===== src/sdes_map.vh =====
// Register map and field layout of the drop-event status block.
// Assumes a 32-bit AHB-Lite slave; register indices map to byte addr x4.
`ifndef SDES_MAP_VH
`define SDES_MAP_VH

`define SDES_IDX_MASK       16'h1C20
`define SDES_IDX_PEND       16'h1C21
`define SDES_ADDR_MASK      18'h0_7080
`define SDES_ADDR_PEND      18'h0_7084
`define SDES_ADDR_W         18

`define SDES_A_VALID_BIT    0
`define SDES_A_PORT_LO      1
`define SDES_A_REASON_LO    3
`define SDES_B_VALID_BIT    7
`define SDES_B_PORT_LO      8
`define SDES_B_REASON_LO    10
`define SDES_PEND_W         14

`define SDES_MASK_RESET     1'b1

`define SDES_RSN_BCAST_LVL  4'h0
`define SDES_RSN_RED        4'h1
`define SDES_RSN_NO_BUF     4'h2
`define SDES_RSN_NO_DESC    4'h3
`define SDES_RSN_NO_DEST    4'h4
`define SDES_RSN_RX_ERR     4'h5
`define SDES_RSN_DROP_LVL   4'h6
`define SDES_RSN_YELLOW     4'h9

`define SDES_PORT_HOST      2'h0
`define SDES_PORT_ONE       2'h1
`define SDES_PORT_TWO       2'h2

`endif


===== src/sdes_reason_enc.v =====
// Encodes one-hot drop causes from the buffer manager into a reason code.
// Assumes causes are same-clock logic; lowest-numbered cause wins.
`include "sdes_map.vh"
`timescale 1ns/1ps
`default_nettype none
module sdes_reason_enc (
  input  wire [7:0] cause,
  output reg  [3:0] reason,
  output wire       any
);
  assign any = |cause;
  always @* begin
    reason = `SDES_RSN_BCAST_LVL;
    if (cause[0]) begin
      reason = `SDES_RSN_BCAST_LVL;
    end else if (cause[1]) begin
      reason = `SDES_RSN_RED;
    end else if (cause[2]) begin
      reason = `SDES_RSN_NO_BUF;
    end else if (cause[3]) begin
      reason = `SDES_RSN_NO_DESC;
    end else if (cause[4]) begin
      reason = `SDES_RSN_NO_DEST;
    end else if (cause[5]) begin
      reason = `SDES_RSN_RX_ERR;
    end else if (cause[6]) begin
      reason = `SDES_RSN_DROP_LVL;
    end else if (cause[7]) begin
      reason = `SDES_RSN_YELLOW;
    end
  end
endmodule
`default_nettype wire


===== src/sdes_record.v =====
// One drop-event record: valid flag, reason and port, clear on read.
// Assumes load and clear come from logic on mclk.
`include "sdes_map.vh"
`timescale 1ns/1ps
`default_nettype none
module sdes_record (
  input  wire       mclk,
  input  wire       resetn,
  input  wire       ce,
  input  wire       load,
  input  wire       clear,
  input  wire [3:0] reason_in,
  input  wire [1:0] port_in,
  output reg        valid_r,
  output reg  [3:0] reason_r,
  output reg  [1:0] port_r
);
  always @(posedge mclk or negedge resetn) begin
    if (!resetn) begin
      valid_r  <= 1'b0;
      reason_r <= 4'h0;
      port_r   <= 2'h0;
    end else if (ce) begin
      // Load beats clear so an event in the read cycle survives
      if (load) begin
        valid_r  <= 1'b1;
        reason_r <= reason_in;
        port_r   <= port_in;
      end else if (clear) begin
        valid_r  <= 1'b0;
        reason_r <= 4'h0;
        port_r   <= 2'h0;
      end
    end
  end
endmodule
`default_nettype wire


===== src/sdes_drop_status.v =====
// Drop-event status bank: pending and mask registers on AHB-Lite.
// Assumes drop events arrive as one-cycle pulses on mclk from the
// buffer manager; hsel is decoded outside.
//
// Design decision made here: register access over AHB-Lite.
`include "sdes_map.vh"
`timescale 1ns/1ps
`default_nettype none
module sdes_drop_status (
  input  wire        mclk,
  input  wire        resetn,
  input  wire        ce,
  input  wire        hsel,
  input  wire [31:0] haddr,
  input  wire [1:0]  htrans,
  input  wire        hwrite,
  input  wire [2:0]  hsize,
  input  wire [31:0] hwdata,
  input  wire        hready,
  output wire        hreadyout,
  output wire        hresp,
  output reg  [31:0] hrdata,
  input  wire        drop_valid,
  input  wire [7:0]  drop_cause,
  input  wire [1:0]  drop_port,
  output wire        drop_event_irq,
  output wire        set_b_overflow
);
  localparam NSET   = 2;
  localparam RSN_W  = 4;
  localparam PORT_W = 2;

  // Data-phase state of the register bus
  reg                     wr_mask_r;
  reg                     mask_r;
  reg                     mask_nxt;
  reg                     lost_r;
  reg                     lost_nxt;
  reg  [31:0]             hrdata_nxt;

  // Address-phase decode
  wire                    take;
  wire                    take_rd;
  wire                    take_wr;
  wire                    hit_pend;
  wire                    hit_mask;
  wire                    rd_pend;
  wire                    rd_mask;
  wire                    wr_mask;

  // Drop event path
  wire [3:0]              reason;
  wire                    cause_any;
  wire                    ev;
  wire                    clr;
  wire                    both_full;
  wire                    ev_lost;

  // Record sets: index 0 is set A, index 1 is set B
  wire [NSET-1:0]         set_load;
  wire [NSET-1:0]         set_valid;
  wire [NSET*RSN_W-1:0]   set_reason;
  wire [NSET*PORT_W-1:0]  set_port;
  wire                    a_valid;
  wire [3:0]              a_reason;
  wire [1:0]              a_port;
  wire                    b_valid;
  wire [3:0]              b_reason;
  wire [1:0]              b_port;
  wire [`SDES_PEND_W-1:0] pend_word;
  wire [31:0]             pend_read;
  wire [31:0]             mask_read;

  function is_addr;
    input [31:0]              a;
    input [`SDES_ADDR_W-1:0]  adr;
    begin
      is_addr = (a[`SDES_ADDR_W-1:0] == adr) &&
                (a[31:`SDES_ADDR_W] == {(32-`SDES_ADDR_W){1'b0}});
    end
  endfunction

  // Single-cycle slave: no wait states, always OKAY
  assign hreadyout = 1'b1;
  assign hresp     = 1'b0;
  // A transfer offered while ce is low is not taken
  assign take      = hsel & hready & htrans[1] & ce;
  assign take_rd   = take & ~hwrite;
  assign take_wr   = take &  hwrite;
  assign hit_pend  = is_addr(haddr, `SDES_ADDR_PEND);
  assign hit_mask  = is_addr(haddr, `SDES_ADDR_MASK);
  assign rd_pend   = take_rd & hit_pend;
  assign rd_mask   = take_rd & hit_mask;
  // Writes to pending or unmapped words fall through
  assign wr_mask   = take_wr & hit_mask;

  always @(posedge mclk or negedge resetn) begin
    if (!resetn) begin
      wr_mask_r <= 1'b0;
    end else if (ce) begin
      wr_mask_r <= wr_mask;
    end
  end

  // Write data stands in the data phase that follows the decode
  always @* begin
    mask_nxt = mask_r;
    if (wr_mask_r) begin
      mask_nxt = hwdata[0];
    end
  end

  sdes_reason_enc u_enc (
    .cause  (drop_cause),
    .reason (reason),
    .any    (cause_any)
  );

  assign ev        = drop_valid & cause_any;
  // Clear on the edge that loads hrdata, so no event slips between
  assign clr       = rd_pend;
  assign both_full = a_valid & b_valid;
  // A keeps the oldest event; B takes the next only while A holds
  assign set_load[0] = ev & (~a_valid | clr);
  assign set_load[1] = ev & a_valid & ~clr & ~b_valid;
  assign ev_lost   = ev & both_full & ~clr;

  // Two independent record sets
  genvar gi;
  generate
    for (gi = 0; gi < NSET; gi = gi + 1) begin : g_set
      sdes_record u_rec (
        .mclk      (mclk),
        .resetn    (resetn),
        .ce        (ce),
        .load      (set_load[gi]),
        .clear     (clr),
        .reason_in (reason),
        .port_in   (drop_port),
        .valid_r   (set_valid[gi]),
        .reason_r  (set_reason[RSN_W*gi +: RSN_W]),
        .port_r    (set_port[PORT_W*gi +: PORT_W])
      );
    end
  endgenerate

  assign a_valid  = set_valid[0];
  assign a_reason = set_reason[3:0];
  assign a_port   = set_port[1:0];
  assign b_valid  = set_valid[1];
  assign b_reason = set_reason[7:4];
  assign b_port   = set_port[3:2];

  assign pend_word = {b_reason,
                      b_port,
                      b_valid,
                      a_reason,
                      a_port,
                      a_valid};
  assign pend_read = {{(32-`SDES_PEND_W){1'b0}}, pend_word};
  assign mask_read = {31'h0000_0000, mask_r};

  // Capture happens whatever the mask holds
  assign drop_event_irq = (a_valid | b_valid) & ~mask_r;
  assign set_b_overflow = lost_r;

  // Loaded at the address phase so the word stands in the data phase
  always @* begin
    hrdata_nxt = hrdata;
    if (rd_pend) begin
      hrdata_nxt = pend_read;
    end else if (rd_mask) begin
      hrdata_nxt = mask_read;
    end else if (take_rd) begin
      hrdata_nxt = 32'h0000_0000;
    end
  end

  // Both sets full and no pending read in the cycle: the event is dropped and flagged
  always @* begin
    lost_nxt = lost_r;
    if (ev_lost) begin
      lost_nxt = 1'b1;
    end else if (clr) begin
      lost_nxt = 1'b0;
    end
  end

  always @(posedge mclk or negedge resetn) begin
    if (!resetn) begin
      mask_r <= `SDES_MASK_RESET;
      lost_r <= 1'b0;
      hrdata <= 32'h0000_0000;
    end else if (ce) begin
      mask_r <= mask_nxt;
      lost_r <= lost_nxt;
      hrdata <= hrdata_nxt;
    end
  end
endmodule
`default_nettype wire


===== config.mk =====
export PLATFORM = sky130hd
export DESIGN_NAME = sdes_drop_status
export DESIGN_NICKNAME = d
export VERILOG_FILES = /design/src/sdes_reason_enc.v /design/src/sdes_record.v /design/src/sdes_drop_status.v
export VERILOG_INCLUDE_DIRS = /design/src
export SDC_FILE = /design/constraint.sdc
export NUM_CORES = 1
export LEC_CHECK = 0
export ABC_AREA = 1
export BUFFER_PORTS_ARGS = -buffer_cell sky130_fd_sc_hd__buf_2
export CAP_MARGIN = 0
export CORE_AREA = 8 8 61 114
export CTS_CLUSTER_DIAMETER = 80
export DETAILED_ROUTE_END_ITERATION = 8
export DIE_AREA = 0 0 69 122
export PLACE_DENSITY = 0.66
export SLEW_MARGIN = 30
export SYNTH_ARGS = -nofsm -noshare
export SYNTH_HDL_FRONTEND = slang
export SYNTH_SLANG_ARGS = --single-unit

===== constraint.sdc =====
create_clock -name mclk -period 2.8 [get_ports mclk]
set_input_delay 0.56 -clock mclk [delete_from_list [all_inputs] [get_ports mclk]]
set_output_delay 0.56 -clock mclk [all_outputs]
set_load 0.05 [all_outputs]

==> results of run 1 <==
==> registers in the layout, summed over array words and instances (netlist names) <==
name	cells
g_set.u_rec.valid_r	2
wr_mask_r	1
set_b_overflow	1
g_set.u_rec.reason_r	8
hrdata	14
mask_r	1
g_set.u_rec.port_r	4
==> final cells by class <==
type	count	area (um2)	area share (%)
flip-flops and latches	31	777	35.1
multi-input cells	169	769	34.8
repair buffers	66	330	14.9
inverters	48	180	8.14
clock buffers	8	80.1	3.62
well taps	60	75.1	3.39
==> cells by family after synthesis <==
group / synth area share [%]
compound gates: 7.89
simple gates: 30.2
buf+inv: 18.9
other cells: 0.412
flops: 42.6
==> cell usage in the layout, fill, tap and decap left out, types with 2 or more instances in the layout <==
cell and count:
sky130_fd_sc_hd__a21oi_1 3, sky130_fd_sc_hd__and2_1 2, sky130_fd_sc_hd__buf_2 66, sky130_fd_sc_hd__clkbuf_1 3
sky130_fd_sc_hd__clkbuf_8 5, sky130_fd_sc_hd__conb_1 20, sky130_fd_sc_hd__dfrtp_1 30, sky130_fd_sc_hd__inv_1 41
sky130_fd_sc_hd__inv_2 7, sky130_fd_sc_hd__nand2_1 67, sky130_fd_sc_hd__nand2_2 3, sky130_fd_sc_hd__nand3_1 12
sky130_fd_sc_hd__nand4_1 5, sky130_fd_sc_hd__nor2_1 27, sky130_fd_sc_hd__nor2_4 2, sky130_fd_sc_hd__o21ai_1 18
==> metal layers <==
| metal | up-vias | GRT usage [%] | wire length, um |
|---|---|---|---|
| met3 | 13 | 4.72 | 494 |
| li1 | 865 | - | - |
| met2 | 95 | 18.4 | 2070 |
| met4 | 0 | 8.13 | 184 |
| met5 | - | 0 | 0 |
| met1 | 731 | 10.4 | 1690 |
==> worst max path at each step <==
stage | from | endpoint | slack, ns | cells past startpoint
finish | g_set[0].u_rec.valid_r | drop_event_irq | 0.94 | 3
CTS | haddr[22] | g_set[0].u_rec.reason_r[0] | 0.88 | 11
floorplan | g_set[0].u_rec.valid_r | drop_event_irq | 0.97 | 2
global placement | haddr[22] | g_set[0].u_rec.reason_r[2] | 0.62 | 11
global route | haddr[19] | g_set[0].u_rec.reason_r[2] | 0.74 | 10
detailed placement | haddr[22] | g_set[0].u_rec.reason_r[2] | 0.58 | 11
==> stage by stage <==
step / area (um2) / hold slack, ns / std cells
after detailed placement: 2130 / 0.462 / 374
after global routing: 2210 / 0.360 / 382
final: 2210 / 0.313 / 382
after floorplan: 1890 / 0.264 / 271
after global placement: 2130 / 0.449 / 374
after CTS: 2210 / 0.330 / 382
==> power groups by stage <==
stage | registers [W] | logic, W | clock network (W)
after floorplan | 0.000495 | 0.000152 | 0
after global placement | 0.000497 | 0.000186 | 0
after detailed placement | 0.000498 | 0.000189 | 0
after CTS | 0.000490 | 0.000190 | 0.000336
after global routing | 0.000492 | 0.000212 | 0.000360
final | 0.000490 | 0.000189 | 0.000323
==> results.txt, run 1 <==
----------------------------------------------------
[STA]
  Min Tclk post-route ... 1.86 ns
  Setup repair after global routing missed its margin ... no
  Highest attainable clock frequency ... 539 MHz
  Ratio of final minimum period to clock period ... 66.3%
  Setup TNS after final layout ... 0 ns
  Slew @ Worst Pin ... 0.659 ns
  Number of pins with negative max-slew slack in the final report ... 0
  Clock skew ... 0.00542 ns
  Setup WS post-layout ... 0.944 ns
  Total of endpoints with negative setup slack in the final report ... 0
  Total count of hold-check failures in the final report ... 0
  Max-slew headroom at the worst pin ... 56.1%

[Routing]
  Total wire length ... 4.44 mm
  DR vias/cell ... 4.46
  Average wire per standard cell ... 11.6 um
  Post-DRT Antenna Nets ... 0
  Final routed DRC violation total ... 0
  Number of iterations in the first detailed-routing pass ... 4
  DRT iter0 DRCs ... 40
  Total vias in the final route ... 1704

[Critical path]
  Cell family with most CP delay ... flip-flops
  Crit path buf inv count ... 2
  R2r startpoint ... g_set[0].u_rec.valid_r
  Critical Path Source Type ... register
  Worst flop-to-flop path endpoint ... g_set[0].u_rec.reason_r[2]
  Max Fanout on Critical Path ... 6
  Internal reg-to-reg setup slack ... 1.40 ns
  R2R depth ... 4
  Sequence of cells on the critical path ... inv_2 -> a21oi_1 -> buf_2
  Crit path DAT ... 1.30 ns
  Kind of capture point of the worst setup path ... output port
  Crit path required time ... 2.24 ns
  Slowest CP cell ... sky130_fd_sc_hd__dfrtp_1
  Delay contributed by the slowest stage of the critical path ... 0.52 ns
  Setup CP Type ... register to output port

[Cells and area]
  Filler cell count ... 586
  Share of layout cells above drive strength 1 ... 27.3%
  Diodes inserted ... 0
  Fraction of the core area covered by cells at the end of the flow ... 40.8%
  Synth-to-Final Area Change ... 21.3%
  Count of nets after finishing ... 407

[CTS]
  CTS buffer count ... 5
  Post-CTS Resized ... 0
  Clock root buffer ... sky130_fd_sc_hd__clkbuf_8
  H-Tree Depth ... 2
  # hold bufs at CTS ... 0
  Clock slew at reported path FFs ... 0.06 ns
  CTS Sinks ... 31
  Max clock buf depth ... 2
  Clock tree from TritonCTS ... yes
  Clock latency of the later-clocked register in the worst-skew pair ... 0.27 ns
  Post-CTS setup buffer count ... 0

[GRT]
  Pin count of the biggest net entering global routing ... 32
  Global-route wire length before repair ... 7.71 mm
  Overall Global Routing Usage ... 10.9%
  Number of antenna violations at the first check in global routing ... 0
  Vias in the first global route ... 1792
  Grt ovf ... 0

[Placed design]
  IO Port Bufs ... 66
  Dpl hpwl ... 3.70 mm
  Final estimated routing congestion in global placement ... 0.903
  Setup Slack @ Placement ... 0.576 ns

[Synth]
  Synth area leader ... sky130_fd_sc_hd__dfrtp_1
  Synth Warn # ... 0
  Proportion of synthesized chip area in sequential cells ... 42.6%
  Register bit count reported by yosys ... 31
  Synthesized area per cell ... 7.21 um2
  Post-synthesis cell count ... 253
  Distinct cell type count after synthesis ... 27
  EDFF count, synth ... 0
  Fraction of registers with async set/reset ... 100%
  Ranking of synthesized cells by instance count ... 67 x sky130_fd_sc_hd__nand2_1, 41 x sky130_fd_sc_hd__inv_1, 30 x sky130_fd_sc_hd__dfrtp_1
  Leading register cell type out of synthesis ... sky130_fd_sc_hd__dfrtp_1
  Leading cell type by number of instances after synthesis ... sky130_fd_sc_hd__nand2_1
  Cell area after synthesis ... 1820 um2
  Top cells by area, synth ... sky130_fd_sc_hd__dfrtp_1 41%, sky130_fd_sc_hd__nand2_1 14%, sky130_fd_sc_hd__inv_1 8.4%
  Area share of the leading cell type in the synthesized netlist ... 41.2%

[Hold path]
  Path class of the lowest-slack min-delay path ... primary input to asynchronous set/reset pin

[Power]
  Sw Pwr ... 0.000294 W
  Proportion of power drawn by combinational gates ... 18.9%
  Share of power burned in registers ... 48.9%
  Switching fraction of total power ... 29.3%
  Worst supply voltage drop on vdd ... 0.293 mV
  Leakage ... 1.28 nW
  Internal power summed over all cells ... 0.000708 W
  Power density normalized to cell area ... 453 nW/um2
  Overall Power ... 0.00100 W
  Clock power share ... 32.3%

[Die]
  Width of the die ... 69 um
  Die height ... 122 um
  IO Pins ... 122
  Die Footprint ... 8420 um2
  Area of the core ... 5420 um2
  Standard-cell row count ... 38
  Initial standard-cell utilization of the core ... 33.6%

[Run status]
  Outcome ... complete, no violations

[Job]
  Number of violations of the max-capacitance limit ... 0

----------------------------------------------------
(Power assumes the default switching activity.)
==> run 2: changes to the inputs <==
==> constraint.sdc (replaced) <==
create_clock -name mclk -period 1.75 [get_ports mclk]
set_input_delay 0.35 -clock mclk [delete_from_list [all_inputs] [get_ports mclk]]
set_output_delay 0.35 -clock mclk [all_outputs]
set_load 0.05 [all_outputs]
==> run 2 against run 1 <==
Clock power up 120%. Clock-buffer cell count down 2. Worst setup slack worse by 0.85 ns. Clock skew down 0.0022 ns. Via count up 0.53%. Utilization up 1.4 points. Flip-flop and latch count unchanged. Total power up 80%. Largest cell class unchanged. Sequential share of layout area down 1.2 points. Routed wire length up 0.56%. Non-clock buffer count up 5.
==> results.txt, run 2 (synthesis gave the netlist of run 1 again) <==
----------------------------------------------------
[CTS]
  Clock slew at reported path FFs ... 0.06 ns
  CTS buffer count ... 5
  Clock tree from TritonCTS ... yes
  Clock root buffer ... sky130_fd_sc_hd__clkbuf_8
  Post-CTS Resized ... 0
  CTS Sinks ... 31
  Post-CTS setup buffer count ... 0
  # hold bufs at CTS ... 0
  H-Tree Depth ... 2
  Clock latency of the later-clocked register in the worst-skew pair ... 0.28 ns
  Max clock buf depth ... 2

[GRT]
  Grt ovf ... 0
  Vias in the first global route ... 1738
  Overall Global Routing Usage ... 10.8%
  Pin count of the biggest net entering global routing ... 32
  Global-route wire length before repair ... 7.50 mm
  Number of antenna violations at the first check in global routing ... 0

[Cells and area]
  Most common cell after layout, fill and taps aside ... sky130_fd_sc_hd__nand2_1
  Seq. cell area ... 777 um2
  Commonest cells after routing, fill and taps aside ... 67 x sky130_fd_sc_hd__nand2_1, 66 x sky130_fd_sc_hd__buf_2, 41 x sky130_fd_sc_hd__inv_1
  Fraction of the core area covered by cells at the end of the flow ... 42.2%
  Filler cell count ... 591
  Synth-to-Final Area Change ... 25.5%
  Largest Register ... hrdata
  Flip-flop count of the largest register, all copies and words added ... 14
  Biggest registers after layout ... hrdata x14, g_set.u_rec.reason_r x8, g_set.u_rec.port_r x4
  Share of layout cells above drive strength 1 ... 29.4%
  Count of nets after finishing ... 412
  Diodes inserted ... 0
  Area of combinational cells with multiple inputs ... 769 um2

[Power]
  Leakage ... 1.33 nW
  Power density normalized to cell area ... 788 nW/um2
  Worst supply voltage drop on vdd ... 0.367 mV

[STA]
  Setup TNS after final layout ... 0 ns
  Highest attainable clock frequency ... 605 MHz
  Slew @ Worst Pin ... 0.671 ns
  Ratio of final minimum period to clock period ... 94.4%
  Total of endpoints with negative setup slack in the final report ... 0
  Setup repair after global routing missed its margin ... no
  Min Tclk post-route ... 1.65 ns
  Total count of hold-check failures in the final report ... 0
  Max-slew headroom at the worst pin ... 55.3%
  Number of pins with negative max-slew slack in the final report ... 0
  Clock skew ... 0.00322 ns

[Die]
  Area of the core ... 5420 um2
  Width of the die ... 69 um
  Die Footprint ... 8420 um2
  IO Pins ... 122
  Die height ... 122 um
  Standard-cell row count ... 38
  Initial standard-cell utilization of the core ... 33.6%

[Run status]
  Outcome ... complete, no violations

[Routing]
  Total wire length ... 4.47 mm
  DR vias/cell ... 4.43
  Average wire per standard cell ... 11.5 um
  DRT iter0 DRCs ... 52
  Total vias in the final route ... 1713
  Number of iterations in the first detailed-routing pass ... 4
  Post-DRT Antenna Nets ... 0
  Final routed DRC violation total ... 0

[Critical path]
  Critical Path Source Type ... register
  Worst flop-to-flop path endpoint ... g_set[0].u_rec.reason_r[1]
  Kind of capture point of the worst setup path ... output port
  Crit path required time ... 1.40 ns
  R2r startpoint ... g_set[0].u_rec.valid_r
  R2R depth ... 4
  Setup CP Type ... register to output port
  Internal reg-to-reg setup slack ... 0.37 ns
  Max Fanout on Critical Path ... 6
  Origin of the worst setup path ... g_set[0].u_rec.valid_r
  Critical Path Sink ... drop_event_irq
  Crit path DAT ... 1.30 ns

[Placed design]
  Dpl hpwl ... 3.79 mm
  IO Port Bufs ... 66
  Final estimated routing congestion in global placement ... 0.876

[Job]
  Number of violations of the max-capacitance limit ... 0

[Hold path]
  Path class of the lowest-slack min-delay path ... primary input to asynchronous set/reset pin

----------------------------------------------------
run 2: changes by cell type in the layout (fill, tap and decap cells not counted), sizes merged:
cell and delta:
bufinv +1, clkinv +1, clkbuf -2, buf +5
run 2: area by class of cell:
type | instances | area share (%)
flip-flops and latches | 31 | 34.0
multi-input cells | 169 | 33.6
repair buffers | 71 | 16.1
inverters | 48 | 7.88
clock buffers | 6 | 3.61
well taps | 60 | 3.28
clock inverters | 2 | 1.53
run 2: metrics by stage:
stage | worst slack [ns] | cell area (um2) | hold WS [ns] | instances | total power, W
global placement | 0.0610 | 2170 | 0.412 | 379 | 0.00109
CTS | 0.115 | 2290 | 0.118 | 387 | 0.00182
finish | 0.0983 | 2290 | 0.0996 | 387 | 0.00180
global route | 0.0205 | 2290 | 0.164 | 387 | 0.00190
floorplan | 0.133 | 1890 | 0.0544 | 271 | 0.00104
detailed placement | 0.0307 | 2170 | 0.421 | 379 | 0.00110
run 2: power breakdown:
part | internal [W] | switching [W] | total [W]
registers | 0.000763 | 0.0000219 | 0.000785
logic | 0.0000904 | 0.000215 | 0.000306
clock network | 0.000460 | 0.000251 | 0.000711
run 2: worst min path at each step:
stage / start / to / slack (ns) / cells past startpoint
floorplan: resetn / g_set[0].u_rec.port_r[0] / 0.05 / 0
global placement: resetn / hrdata[6] / 0.41 / 1
detailed placement: resetn / g_set[0].u_rec.reason_r[3] / 0.42 / 1
CTS: resetn / g_set[0].u_rec.reason_r[3] / 0.12 / 1
global route: resetn / g_set[0].u_rec.reason_r[2] / 0.16 / 1
finish: resetn / g_set[0].u_rec.reason_r[3] / 0.1 / 1
run 2: critical path, stage by stage (launching register included):
cell,delay (ns)
sky130_fd_sc_hd__dfrtp_1,0.49
sky130_fd_sc_hd__inv_2,0.08
sky130_fd_sc_hd__a21oi_1,0.16
sky130_fd_sc_hd__buf_2,0.29
run 2: metal layers:
layer / GRT usage [%] / share of wire (%) / vias to the layer above
li1: - / - / 876
met1: 11.0 / 39 / 742
met2: 17.4 / 47 / 83
met3: 3.99 / 10 / 12
met4: 8.90 / 4.4 / 0
met5: 0 / 0 / -
==> run 3: changes to the inputs <==
--- a/config.mk
+++ b/config.mk
@@ -13,7 +13,8 @@
 export CTS_CLUSTER_DIAMETER = 80
 export DETAILED_ROUTE_END_ITERATION = 8
 export DIE_AREA = 0 0 69 122
-export PLACE_DENSITY = 0.66
+export PLACE_DENSITY_LB_ADDON = 0.3
+export RECOVER_POWER = 100
 export SLEW_MARGIN = 30
 export SYNTH_ARGS = -nofsm -noshare
 export SYNTH_HDL_FRONTEND = slang
==> run 3 against run 2 <==
Routed wire length increased by 0.47%. Sequential share of layout area increased by 0.38 points. Global-route usage increased by 0.12 points. Sequential power about the same. Non-clock buffer count unchanged. Largest power group unchanged.
==> results.txt, run 3 (synthesis gave the netlist of run 1 again) <==
----------------------------------------------------
[STA]
  Clock skew ... 0.00413 ns
  Number of pins with negative max-slew slack in the final report ... 0
  Total of endpoints with negative setup slack in the final report ... 0
  Max-slew headroom at the worst pin ... 48.8%
  Setup repair after global routing missed its margin ... no
  Setup TNS after final layout ... 0 ns
  Highest attainable clock frequency ... 596 MHz
  Min Tclk post-route ... 1.68 ns
  Ratio of final minimum period to clock period ... 95.9%
  Slew @ Worst Pin ... 0.768 ns
  Setup WS post-layout ... 0.0724 ns
  Total count of hold-check failures in the final report ... 0

[Power]
  Power density normalized to cell area ... 795 nW/um2
  Proportion of power drawn by combinational gates ... 16.7%
  Worst supply voltage drop on vdd ... 0.483 mV
  Clock power share ... 39.8%
  Leakage ... 1.27 nW
  Internal power summed over all cells ... 0.00131 W
  Sw Pwr ... 0.000487 W
  Switching fraction of total power ... 27.1%
  Share of power burned in registers ... 43.5%

[Routing]
  Number of iterations in the first detailed-routing pass ... 5
  Total wire length ... 4.49 mm
  Post-DRT Antenna Nets ... 0
  Final routed DRC violation total ... 0
  Average wire per standard cell ... 11.6 um
  DR vias/cell ... 4.37
  Total vias in the final route ... 1690
  DRT iter0 DRCs ... 56

[Placed design]
  Area of placed instances ... 2170 um2
  Final estimated routing congestion in global placement ... 0.817
  Setup Slack @ Placement ... 0.0296 ns
  IO Port Bufs ... 66
  Dpl hpwl ... 3.74 mm

[Critical path]
  Crit path required time ... 1.40 ns
  Setup CP Type ... register to output port
  Critical Path Source Type ... register
  Max Fanout on Critical Path ... 6
  Internal reg-to-reg setup slack ... 0.39 ns
  Kind of capture point of the worst setup path ... output port
  Crit path DAT ... 1.33 ns

[Die]
  Width of the die ... 69 um
  Die height ... 122 um
  Die Footprint ... 8420 um2
  Initial standard-cell utilization of the core ... 33.6%
  Area of the core ... 5420 um2
  IO Pins ... 122
  Standard-cell row count ... 38

[Hold path]
  Path class of the lowest-slack min-delay path ... primary input to asynchronous set/reset pin

[GRT]
  Overall Global Routing Usage ... 10.9%
  Vias in the first global route ... 1733
  Pin count of the biggest net entering global routing ... 32
  Number of antenna violations at the first check in global routing ... 0
  Global-route wire length before repair ... 7.64 mm
  Grt ovf ... 0

[CTS]
  Clock latency of the later-clocked register in the worst-skew pair ... 0.28 ns
  Post-CTS Resized ... 0
  Post-CTS setup buffer count ... 0
  H-Tree Depth ... 2
  Clock slew at reported path FFs ... 0.06 ns
  CTS buffer count ... 5
  Clock root buffer ... sky130_fd_sc_hd__clkbuf_8
  CTS Sinks ... 31
  # hold bufs at CTS ... 0
  Max clock buf depth ... 2
  Clock tree from TritonCTS ... yes

[Cells and area]
  Share of layout cells above drive strength 1 ... 23.9%
  Flip-flop count of the largest register, all copies and words added ... 14
  Largest Register ... hrdata
  Count of nets after finishing ... 412
  Diodes inserted ... 0
  Synth-to-Final Area Change ... 24.1%
  Biggest registers after layout ... hrdata x14, g_set.u_rec.reason_r x8, g_set.u_rec.port_r x4
  Area of all placed cells without fillers ... 2260 um2
  Most common cell after layout, fill and taps aside ... sky130_fd_sc_hd__nand2_1
  Commonest cells after routing, fill and taps aside ... 67 x sky130_fd_sc_hd__nand2_1, 50 x sky130_fd_sc_hd__buf_2, 42 x sky130_fd_sc_hd__inv_1

[Run status]
  Outcome ... complete, no violations

[Job]
  Number of violations of the max-capacitance limit ... 0

----------------------------------------------------
run 3: metal layers:
metal / wire, um / global-route usage (%) / vias up
li1: - / - / 874
met4: 151 / 8.26 / 0
met1: 1810 / 11.1 / 732
met5: 0 / 0 / -
met2: 2120 / 18.0 / 75
met3: 416 / 3.83 / 9
run 3: final timing paths:
path,end,cells after the start,start
worst max-delay path,drop_event_irq,3,g_set[0].u_rec.valid_r
worst min-delay path,hrdata[6],1,resetn
worst max register to register,g_set[0].u_rec.reason_r[0],4,g_set[0].u_rec.valid_r
worst min register to register,mask_r,1,wr_mask_r
max in group asynchronous,hrdata[2],1,resetn
min in group mclk,mask_r,3,hwdata[0]
run 3: stage by stage:
stage,total power (W),utilization [%],hold slack [ns],cells
final,0.00180,41.7,0.136,387
after global routing,0.00189,41.7,0.191,387
after CTS,0.00183,42.2,0.127,387
after detailed placement,0.00110,40.0,0.432,379
after global placement,0.00110,40.0,0.425,379
after floorplan,0.00104,-,0.0544,271
run 3: worst max-delay path, cell delays in order, from the launching register on:
cell and delay (ns):
sky130_fd_sc_hd__dfrtp_1 0.51, sky130_fd_sc_hd__inv_2 0.07, sky130_fd_sc_hd__a21oi_1 0.17, sky130_fd_sc_hd__buf_2 0.29
run 3: final cells by class:
cell class,count,area [um2]
clock buffers,6,82.6
multi-input cells,169,769
clock inverters,2,35.0
repair buffers,71,343
flip-flops and latches,31,777
inverters,48,180
well taps,60,75.1
fillers,582,3160
run 3: power by group through the flow:
stage	Sequential, W	Combinational [W]	Clock (W)
floorplan	0.000792	0.000243	0
global placement	0.000795	0.000301	0
detailed placement	0.000796	0.000305	0
CTS	0.000783	0.000305	0.000738
global route	0.000787	0.000341	0.000761
finish	0.000782	0.000300	0.000716
